==> config.mk <==
export PLATFORM = sky130hd
export DESIGN_NAME = bwsc_top
export DESIGN_NICKNAME = d
export VERILOG_FILES = /design/src/bwsc_pkg.sv /design/src/bwsc_top.sv
export VERILOG_INCLUDE_DIRS = /design/src
export SDC_FILE = /design/constraint.sdc
export NUM_CORES = 1
export LEC_CHECK = 0
export ABC_AREA = 0
export BUFFER_PORTS_ARGS = -buffer_cell sky130_fd_sc_hd__clkbuf_2
export CORE_ASPECT_RATIO = 1.25
export CORE_MARGIN = 3
export CORE_UTILIZATION = 51
export CTS_CLUSTER_DIAMETER = 30
export DETAILED_ROUTE_END_ITERATION = 6
export GPL_ROUTABILITY_DRIVEN = 0
export HOLD_SLACK_MARGIN = 0.1
export PLACE_DENSITY = 0.8
export SETUP_SLACK_MARGIN = 0.3
export SLEW_MARGIN = 20
export SYNTH_ARGS = -nofsm -noshare
export SYNTH_HDL_FRONTEND = slang
export SYNTH_SLANG_ARGS = --single-unit
==> constraint.sdc <==
create_clock -name aclk -period 3.2 [get_ports aclk]
set_clock_uncertainty 0.15 [all_clocks]
set_input_delay 0.64 -clock aclk [delete_from_list [all_inputs] [get_ports aclk]]
set_output_delay 0.64 -clock aclk [all_outputs]
set_load 0.01 [all_outputs]
==> src/bwsc_params.svh <==
// Purpose: Constants for the bus wait-state control block
// Assumes: Included by bare name after the package
// Notes: Byte address of a register is four times its index
`ifndef BWSC_PARAMS_SVH
`define BWSC_PARAMS_SVH

// Register indices as printed
`define BWSC_IDX_SAMPLE 32'h05ff_ffa4
`define BWSC_IDX_LWAIT 32'h05ff_ffa6
`define BWSC_IDX_DRAMCTL 32'h05ff_ffa8
`define BWSC_IDX_BUSCFG 32'h05ff_ffac

// Byte addresses derived from indices
`define BWSC_ADDR_SAMPLE (`BWSC_IDX_SAMPLE << 2)
`define BWSC_ADDR_LWAIT (`BWSC_IDX_LWAIT << 2)
`define BWSC_ADDR_DRAMCTL (`BWSC_IDX_DRAMCTL << 2)
`define BWSC_ADDR_BUSCFG (`BWSC_IDX_BUSCFG << 2)

// Reset values
`define BWSC_RST_SAMPLE 16'hffff
`define BWSC_RST_LWAIT 16'hf800
`define BWSC_RST_BUSCFG 16'h0000

// Field positions: sample register
`define BWSC_RD_MSB 15
`define BWSC_RD_LSB 8
`define BWSC_WR_MSB 7
`define BWSC_WR_LSB 0

// Field positions: long-wait register
`define BWSC_PU_BIT 15
`define BWSC_A02_MSB 14
`define BWSC_A02_LSB 13
`define BWSC_A6_MSB 12
`define BWSC_A6_LSB 11
`define BWSC_LW_MASK 16'hf800

// Field positions: own bus configuration register
`define BWSC_DRAM_BIT 15
`define BWSC_IOMUX_BIT 14
`define BWSC_CFG_MASK 16'hc000

// Access timing, in bus cycles
`define BWSC_CYC_SHORT 4'h1
`define BWSC_CYC_LONG 4'h2
`define BWSC_CYC_MUX 4'h5

// Areas
`define BWSC_AREA0 3'h0
`define BWSC_AREA1 3'h1
`define BWSC_AREA2 3'h2
`define BWSC_AREA6 3'h6

// AXI responses
`define BWSC_RESP_OKAY 2'h0
`define BWSC_RESP_SLVERR 2'h2

`endif

==> src/bwsc_pkg.sv <==
// Purpose: Types for the bus wait-state control block
// Assumes: Nothing
// Notes: Constants live in bwsc_params.svh
package bwsc_pkg;

	// Access sequencer states
	typedef enum logic [1:0] {
		BWSC_IDLE,
		BWSC_COUNT,
		BWSC_EXTEND
	} bwsc_state_t;

endpackage : bwsc_pkg

==> src/bwsc_top.sv <==
// Purpose: Wait-state settings and single-mode DMA access timing
// Assumes: One clock, synchronous active-low reset, AXI4-Lite slave
// Notes: The wait pin is active low and passes two flops first
//
// Chosen here: register access over AXI4-Lite.
`timescale 1ns/1ps
`default_nettype none
`include "bwsc_params.svh"

// Contract
// - Read-sample bit per area for DMA reads
// - Write-sample bit per area for DMA writes
// - Clear bit: areas 1,3-5,7 take one cycle
// - Set bit: two cycles plus wait extension
// - Areas 0,2,6: one plus long wait
// - Multiplex I/O: four waits plus extension always
// - Pull-up bit drives wait pin pull-up
// - Pull-up bit resets to one
// - Areas 0,2 long-wait code gives 1-4 cycles
// - Area 6 long-wait code gives 1-4 cycles
// - Both long-wait fields reset to code 11
// - Area 1 DRAM only when select bit set
module bwsc_top
	import bwsc_pkg::*;
#(
	parameter int ADDR_W = 32
) (
	input wire logic aclk,
	input wire logic aresetn,
	input wire logic [ADDR_W-1:0] s_axi_awaddr,
	input wire logic [2:0] s_axi_awprot,
	input wire logic s_axi_awvalid,
	output logic s_axi_awready,
	input wire logic [31:0] s_axi_wdata,
	input wire logic [3:0] s_axi_wstrb,
	input wire logic s_axi_wvalid,
	output logic s_axi_wready,
	output logic [1:0] s_axi_bresp,
	output logic s_axi_bvalid,
	input wire logic s_axi_bready,
	input wire logic [ADDR_W-1:0] s_axi_araddr,
	input wire logic [2:0] s_axi_arprot,
	input wire logic s_axi_arvalid,
	output logic s_axi_arready,
	output logic [31:0] s_axi_rdata,
	output logic [1:0] s_axi_rresp,
	output logic s_axi_rvalid,
	input wire logic s_axi_rready,
	input wire logic dma_req_valid,
	output logic dma_req_ready,
	input wire logic [2:0] dma_req_area,
	input wire logic dma_req_write,
	output logic dma_done,
	output logic [3:0] dma_cycles,
	input wire logic wait_pin_n,
	output logic wait_pin_pullup_enable,
	output logic area1_dram_select
);

	// Elaboration check on address width
	if (ADDR_W < 32) begin : g_chk
		$error("ADDR_W must be at least 32");
	end

	// Decodes a byte address to a register select, one-hot
	function automatic logic [3:0] bwsc_dec(input logic [ADDR_W-1:0] a);
		logic [31:0] w;
		w = a[31:0];
		bwsc_dec[0] = (w == 32'(`BWSC_ADDR_SAMPLE));
		bwsc_dec[1] = (w == 32'(`BWSC_ADDR_LWAIT));
		bwsc_dec[2] = (w == 32'(`BWSC_ADDR_DRAMCTL));
		bwsc_dec[3] = (w == 32'(`BWSC_ADDR_BUSCFG));
	endfunction : bwsc_dec

	// Long-wait code to cycle count, code 00 is one cycle
	function automatic logic [3:0] bwsc_lw(input logic [1:0] code);
		bwsc_lw = {2'h0, code} + `BWSC_CYC_SHORT;
	endfunction : bwsc_lw

	// Software-visible registers
	logic [15:0] sample_q; // Read and write sample bits
	logic [15:0] lwait_q; // Pull-up and long-wait fields
	logic [15:0] buscfg_q; // DRAM select and multiplex enable

	// Write channel holding registers
	logic aw_have_q; // Write address held
	logic [ADDR_W-1:0] aw_addr_q; // Held write address
	logic w_have_q; // Write data held
	logic [31:0] w_data_q; // Held write data
	logic [3:0] w_strb_q; // Held byte strobes
	logic bvalid_q; // Write response pending
	logic [1:0] bresp_q; // Write response code

	// Read channel registers
	logic rvalid_q; // Read data pending
	logic [31:0] rdata_q; // Read data
	logic [1:0] rresp_q; // Read response code

	// Wait pin synchroniser, first flop feeds only the second
	logic wait_s1_q;
	logic wait_s2_q;
	logic wait_act; // Wait asserted, synchronised

	// Access sequencer
	bwsc_state_t state_q; // Sequencer state
	logic [3:0] cnt_q; // Remaining base cycles
	logic [3:0] tot_q; // Cycles elapsed
	logic smp_q; // Wait sampling on for this access
	logic done_q; // Completion pulse
	logic [3:0] cyc_q; // Last access length

	// Write path decode
	logic do_write; // Both halves held, response free
	logic [3:0] wsel; // Write register select
	logic [15:0] wmask; // Byte-lane mask of low half
	logic wmapped; // Write hits a stored register

	assign s_axi_awready = !aw_have_q;
	assign s_axi_wready = !w_have_q;
	assign do_write = aw_have_q && w_have_q && !bvalid_q;
	assign wsel = bwsc_dec(aw_addr_q);
	assign wmapped = wsel[0] || wsel[1] || wsel[3];
	assign wmask = {{8{w_strb_q[1]}}, {8{w_strb_q[0]}}};

	// Next values of the settings registers
	logic [15:0] sample_d;
	logic [15:0] lwait_d;
	logic [15:0] buscfg_d;
	assign sample_d = (sample_q & ~wmask) | (w_data_q[15:0] & wmask);
	assign lwait_d = ((lwait_q & ~wmask) | (w_data_q[15:0] & wmask))
		& `BWSC_LW_MASK;
	assign buscfg_d = ((buscfg_q & ~wmask) | (w_data_q[15:0] & wmask))
		& `BWSC_CFG_MASK;

	// Capture write address and data in either order
	always_ff @(posedge aclk) begin
		if (!aresetn) begin
			aw_have_q <= 1'b0;
			aw_addr_q <= '0;
			w_have_q <= 1'b0;
			w_data_q <= 32'h0000_0000;
			w_strb_q <= 4'h0;
		end else begin
			if (s_axi_awvalid && s_axi_awready) begin
				aw_have_q <= 1'b1;
				aw_addr_q <= s_axi_awaddr;
			end else if (do_write) begin
				aw_have_q <= 1'b0;
			end
			if (s_axi_wvalid && s_axi_wready) begin
				w_have_q <= 1'b1;
				w_data_q <= s_axi_wdata;
				w_strb_q <= s_axi_wstrb;
			end else if (do_write) begin
				w_have_q <= 1'b0;
			end
		end
	end

	// Settings registers and write response
	always_ff @(posedge aclk) begin
		if (!aresetn) begin
			sample_q <= `BWSC_RST_SAMPLE;
			lwait_q <= `BWSC_RST_LWAIT;
			buscfg_q <= `BWSC_RST_BUSCFG;
			bvalid_q <= 1'b0;
			bresp_q <= `BWSC_RESP_OKAY;
		end else begin
			if (do_write) begin
				// Store and answer
				if (wsel[0]) sample_q <= sample_d;
				if (wsel[1]) lwait_q <= lwait_d;
				if (wsel[3]) buscfg_q <= buscfg_d;
				bvalid_q <= 1'b1;
				bresp_q <= wmapped ? `BWSC_RESP_OKAY : `BWSC_RESP_SLVERR;
			end else if (s_axi_bready) begin
				// Response taken
				bvalid_q <= 1'b0;
			end
		end
	end

	assign s_axi_bvalid = bvalid_q;
	assign s_axi_bresp = bresp_q;

	// Read path decode
	logic [3:0] rsel; // Read register select
	logic [15:0] rword; // Selected register value
	logic rmapped; // Read hits a register
	assign s_axi_arready = !rvalid_q;
	assign rsel = bwsc_dec(s_axi_araddr);
	assign rmapped = rsel[0] || rsel[1] || rsel[3];
	assign rword = rsel[0] ? sample_q :
		rsel[1] ? (lwait_q & `BWSC_LW_MASK) :
		rsel[3] ? buscfg_q : 16'h0000;

	// Read data register, one cycle after the address
	always_ff @(posedge aclk) begin
		if (!aresetn) begin
			rvalid_q <= 1'b0;
			rdata_q <= 32'h0000_0000;
			rresp_q <= `BWSC_RESP_OKAY;
		end else if (s_axi_arvalid && s_axi_arready) begin
			rvalid_q <= 1'b1;
			rdata_q <= {16'h0000, rword};
			rresp_q <= rmapped ? `BWSC_RESP_OKAY : `BWSC_RESP_SLVERR;
		end else if (s_axi_rready) begin
			rvalid_q <= 1'b0;
		end
	end

	assign s_axi_rvalid = rvalid_q;
	assign s_axi_rdata = rdata_q;
	assign s_axi_rresp = rresp_q;

	// Pin-facing outputs
	assign wait_pin_pullup_enable = lwait_q[`BWSC_PU_BIT];
	assign area1_dram_select = buscfg_q[`BWSC_DRAM_BIT];

	// Wait pin synchroniser
	always_ff @(posedge aclk) begin
		if (!aresetn) begin
			wait_s1_q <= 1'b1;
			wait_s2_q <= 1'b1;
		end else begin
			wait_s1_q <= wait_pin_n;
			wait_s2_q <= wait_s1_q;
		end
	end
	assign wait_act = !wait_s2_q;

	// Per-access timing selection
	logic smp_bit; // Area's sample bit for the direction
	logic lw_area; // Area with long wait
	logic mux_io; // Multiplex I/O access
	logic dram_col; // DRAM column access on area 1
	logic [3:0] lw_cyc; // Long-wait cycles of the area
	logic [3:0] base_d; // Fixed cycles of the access
	logic smp_d; // Wait sampled in this access
	assign smp_bit = dma_req_write
		? sample_q[`BWSC_WR_LSB + 32'(dma_req_area)]
		: sample_q[`BWSC_RD_LSB + 32'(dma_req_area)];
	assign mux_io = (dma_req_area == `BWSC_AREA6)
		&& buscfg_q[`BWSC_IOMUX_BIT];
	assign dram_col = (dma_req_area == `BWSC_AREA1)
		&& buscfg_q[`BWSC_DRAM_BIT];
	assign lw_area = ((dma_req_area == `BWSC_AREA0)
		|| (dma_req_area == `BWSC_AREA2)
		|| (dma_req_area == `BWSC_AREA6)) && !mux_io;
	assign lw_cyc = (dma_req_area == `BWSC_AREA6)
		? bwsc_lw(lwait_q[`BWSC_A6_MSB:`BWSC_A6_LSB])
		: bwsc_lw(lwait_q[`BWSC_A02_MSB:`BWSC_A02_LSB]);
	// DRAM column and ordinary areas share short and long pitch
	assign base_d = mux_io ? `BWSC_CYC_MUX :
		lw_area ? (`BWSC_CYC_SHORT + lw_cyc) :
		(smp_bit || dram_col && smp_bit) ? `BWSC_CYC_LONG :
		`BWSC_CYC_SHORT;
	assign smp_d = mux_io || smp_bit;
	assign dma_req_ready = (state_q == BWSC_IDLE);

	// Access sequencer: count base cycles then extend on wait
	always_ff @(posedge aclk) begin
		if (!aresetn) begin
			state_q <= BWSC_IDLE;
			cnt_q <= 4'h0;
			tot_q <= 4'h0;
			smp_q <= 1'b0;
			done_q <= 1'b0;
			cyc_q <= 4'h0;
		end else begin
			done_q <= 1'b0;
			unique case (state_q)
				BWSC_IDLE: begin
					// Start on request
					if (dma_req_valid) begin
						state_q <= BWSC_COUNT;
						cnt_q <= base_d;
						tot_q <= 4'h0;
						smp_q <= smp_d;
					end
				end
				BWSC_COUNT: begin
					// One base cycle elapses
					tot_q <= tot_q + 4'h1;
					cnt_q <= cnt_q - 4'h1;
					if (cnt_q == 4'h1) begin
						if (smp_q && wait_act) begin
							state_q <= BWSC_EXTEND;
						end else begin
							state_q <= BWSC_IDLE;
							done_q <= 1'b1;
							cyc_q <= tot_q + 4'h1;
						end
					end
				end
				BWSC_EXTEND: begin
					// Extra cycle while wait held, saturating count
					if (tot_q != 4'hf) tot_q <= tot_q + 4'h1;
					if (!wait_act) begin
						state_q <= BWSC_IDLE;
						done_q <= 1'b1;
						// Count this last cycle too, saturating
						cyc_q <= (tot_q == 4'hf) ? tot_q : tot_q + 4'h1;
					end
				end
			endcase
		end
	end

	assign dma_done = done_q;
	assign dma_cycles = cyc_q;

	// Protection bits carry no meaning here
	logic unused_prot;
	assign unused_prot = ^{s_axi_awprot, s_axi_arprot, w_data_q[31:16],
		w_strb_q[3:2]};

endmodule : bwsc_top
`default_nettype wire

==> impl_metrics.yaml <==
global_routing:
  track_usage_pct: 22.92
  grt_max_degree: 58
  antenna_found_initial: 0
  grt_pass1_wl_um: 20440
  overflow: 0
  grt_pass1_vias: 4486
drt:
  wl_met3_um: 850
  wl_met1_um: 5089
  top_layer_used: "met4"
  dr.pass1.iters: 5
  drt_iter0_drc: 340
  wl_met2_um: 6509
  vias: 4700
  via_per_inst: 5.446
  wire_per_inst_um: 14.74
  ant_nets: 0
  wl_um: 12720
  route.detailed.drc: 0
place:
  hpwl_um: 8990
  numPlacedInstances: 832
  placement.cell_area_um2: 5766
  port_buffers: 125
  dp_slack_ns: 0.5350
yosys:
  synth_top_family_by_area: "simple AND/OR/NAND/NOR gates"
  avgSynthCellArea_um2: 8.317
  yosys_warnings: 0
  synth-seq-cells: 113
  synth_mux_area_share_pct: 6.458
  yosys.area_share.simple_pct: 25.00
  ys_types: 51
  synthAdderAreaFrac_pct: 1.468
  synth_compound_area_share_pct: 14.87
  syn_inst: 615
  synth_flop_cell: "dfxtp_1"
  synthArstFlopShare_pct: 0
  synth_seq_area_share_pct: 44.23
  synth_area_um2: 5115
  synth_edf_count: 0
  synth-xor-area-share_pct: 0.5137
final_layout:
  layout_common_cells: "nand2_1 (127), clkbuf_2 (125), dfxtp_1 (113)"
  diodes: 0
  n_fill_cell: 797
  seq_area_um2: 2262
  final_nets: 850
  stdcell_area_um2: 6407
  multiInputGateArea_um2: 2554
  layout_commonest_cell: "nand2_1"
  stdcell_count: 863
  final_core_utilization_pct: 65.99
  drive_above_1_share_pct: 24.29
  areaGrowthSynthToFinish_pct: 25.27
power:
  sw_frac_of_total_pct: 23.45
  switching_power_w: 0.0009394
  clkPwrFrac_pct: 51.2
  p_int_w: 0.003066
  powerDensity_nw_per_um2: 625.2
  ir_drop_uv: 386.6
  p_comb_share_pct: 10.8
  p_leak_nw: 2.644
  sequentialPowerShare_pct: 38.1
timing:
  fmax_mhz: 373.6
  slew_viol_final: 0
  finalSetupTns_ns: 0
  rsz0062_at_grt: "false"
  setup-violations-final: 0
  hold_viol: 0
  worstMarginPinSlew_ns: 0.9908
  worst_slack_ns: 0.5235
  period_share_pct: 83.64
  min_period_ns: 2.676
  slew-limit-headroom_pct: 33.79
cts:
  cts-root-buf: "clkbuf_16"
  cts_buffer_depth: 2
  clkTransAtPathRegs_ns: 0.05
  cts_tree: "yes"
  clkLatencyLatePin_ns: 0.41
  cts_hold_buf: 0
  numClockSinks: 113
  htree_levels: 4
  cts_setup_buffers: 0
  cts_buffers: 17
  ctsResizeCount: 0
setup_path:
  arrival_ns: 2.86
  regToRegSetupSlack_ns: 0.52
  end_kind: "flip-flop"
  path_max_fanout: 13
  critical_path_class: "flip-flop to flip-flop"
  cp-start-kind: "flip-flop"
  required_ns: 3.38
die:
  die_h_um: 118.0
  rows: 40
  core-area_um2: 9709
  start_util_pct: 52.68
  dieWidth_um: 95.58
  ioPinCount: 168
  die-area_um2: 11270
min_path:
  worstHoldPathType: "flip-flop to flip-flop"
run_status:
  status: "finished clean"
run:
  drv_cap: 0
worst max-delay path: stages (launching register included):
cell and delay (ns):
dfxtp_1 0.30, or4b_1 0.53, or4_1 0.51, buf_4 0.21, or4_1 0.66, o211ai_1 0.23
metrics by stage:
stage / total power (W) / hold slack, ns
finish: 0.004006 / 0.2610
detailed placement: 0.001980 / 0.2464
CTS: 0.004011 / 0.2655
floorplan: 0.001851 / 0.2363
global route: 0.004143 / 0.2828
global placement: 0.001959 / 0.2493
cell type report:
class / count / area share, %
multi-input combinational: 437 / 39.86
sequential: 113 / 35.31
timing repair buffer: 135 / 11.13
clock buffer: 20 / 7.128
clock inverter: 11 / 2.890
tap: 126 / 2.460
inverter: 21 / 1.230
synth_stat cells (all sizes together) (3+ instances only):
master   count  area, um2
dfxtp      113       2262
a32oi        5      43.79
nor3b       12      90.09
a21oi       76      380.4
nand4b       7      61.31
nand4        8      50.05
nand3       16      80.08
o21ai       10      50.05
o211ai      10      75.07
buf         26      167.7
mux4         4      90.09
nor2        39      146.4
inv         21      78.83
nand2      127      476.7
o41ai        8      70.07
nand2b      10      62.56
nor4         5      67.56
and2         3      18.77
nor2b        9      56.30
ha           6      75.07
mux2i       24      240.2
clkbuf      35      131.4
nor3         3      15.01
nand4bb      4      45.04
path summary, 6_finish.rpt:
kind / end / startpoint / cells past startpoint
max: flip-flop / aw_addr_q[1] / 5
min: wait_s2_q / wait_s1_q / 1
max reg2reg: flip-flop / aw_addr_q[1] / 5
min reg2reg: wait_s2_q / wait_s1_q / 1
routing by layer:
layer | up-vias | GRT usage, %
li1 | 2313 | -
met3 | 28 | 6.330
met5 | - | 0
met2 | 180 | 39.15
met4 | 0 | 9.075
met1 | 2179 | 26.53
cell families (layout without fill, tap and decap cells):
kind of cell,after synthesis,in the layout
simple gates,256,256
other cells,1,18
flops,113,113
buf+inv,82,187
fa+ha+maj,6,6
xor+xnor,3,3
compound gates,126,126
mux,28,28
power groups by stage:
stage          clock [W]  combinational, W  sequential (W)
2_1_floorplan          0          0.000302         0.00155
3_3_place_gp           0          0.000410         0.00155
4_1_cts          0.00206          0.000431         0.00153
3_5_place_dp           0          0.000426         0.00155
6_report         0.00205          0.000431         0.00153
5_1_grt          0.00212          0.000486         0.00153
No activity file was read; power rests on OpenSTA's default activity.
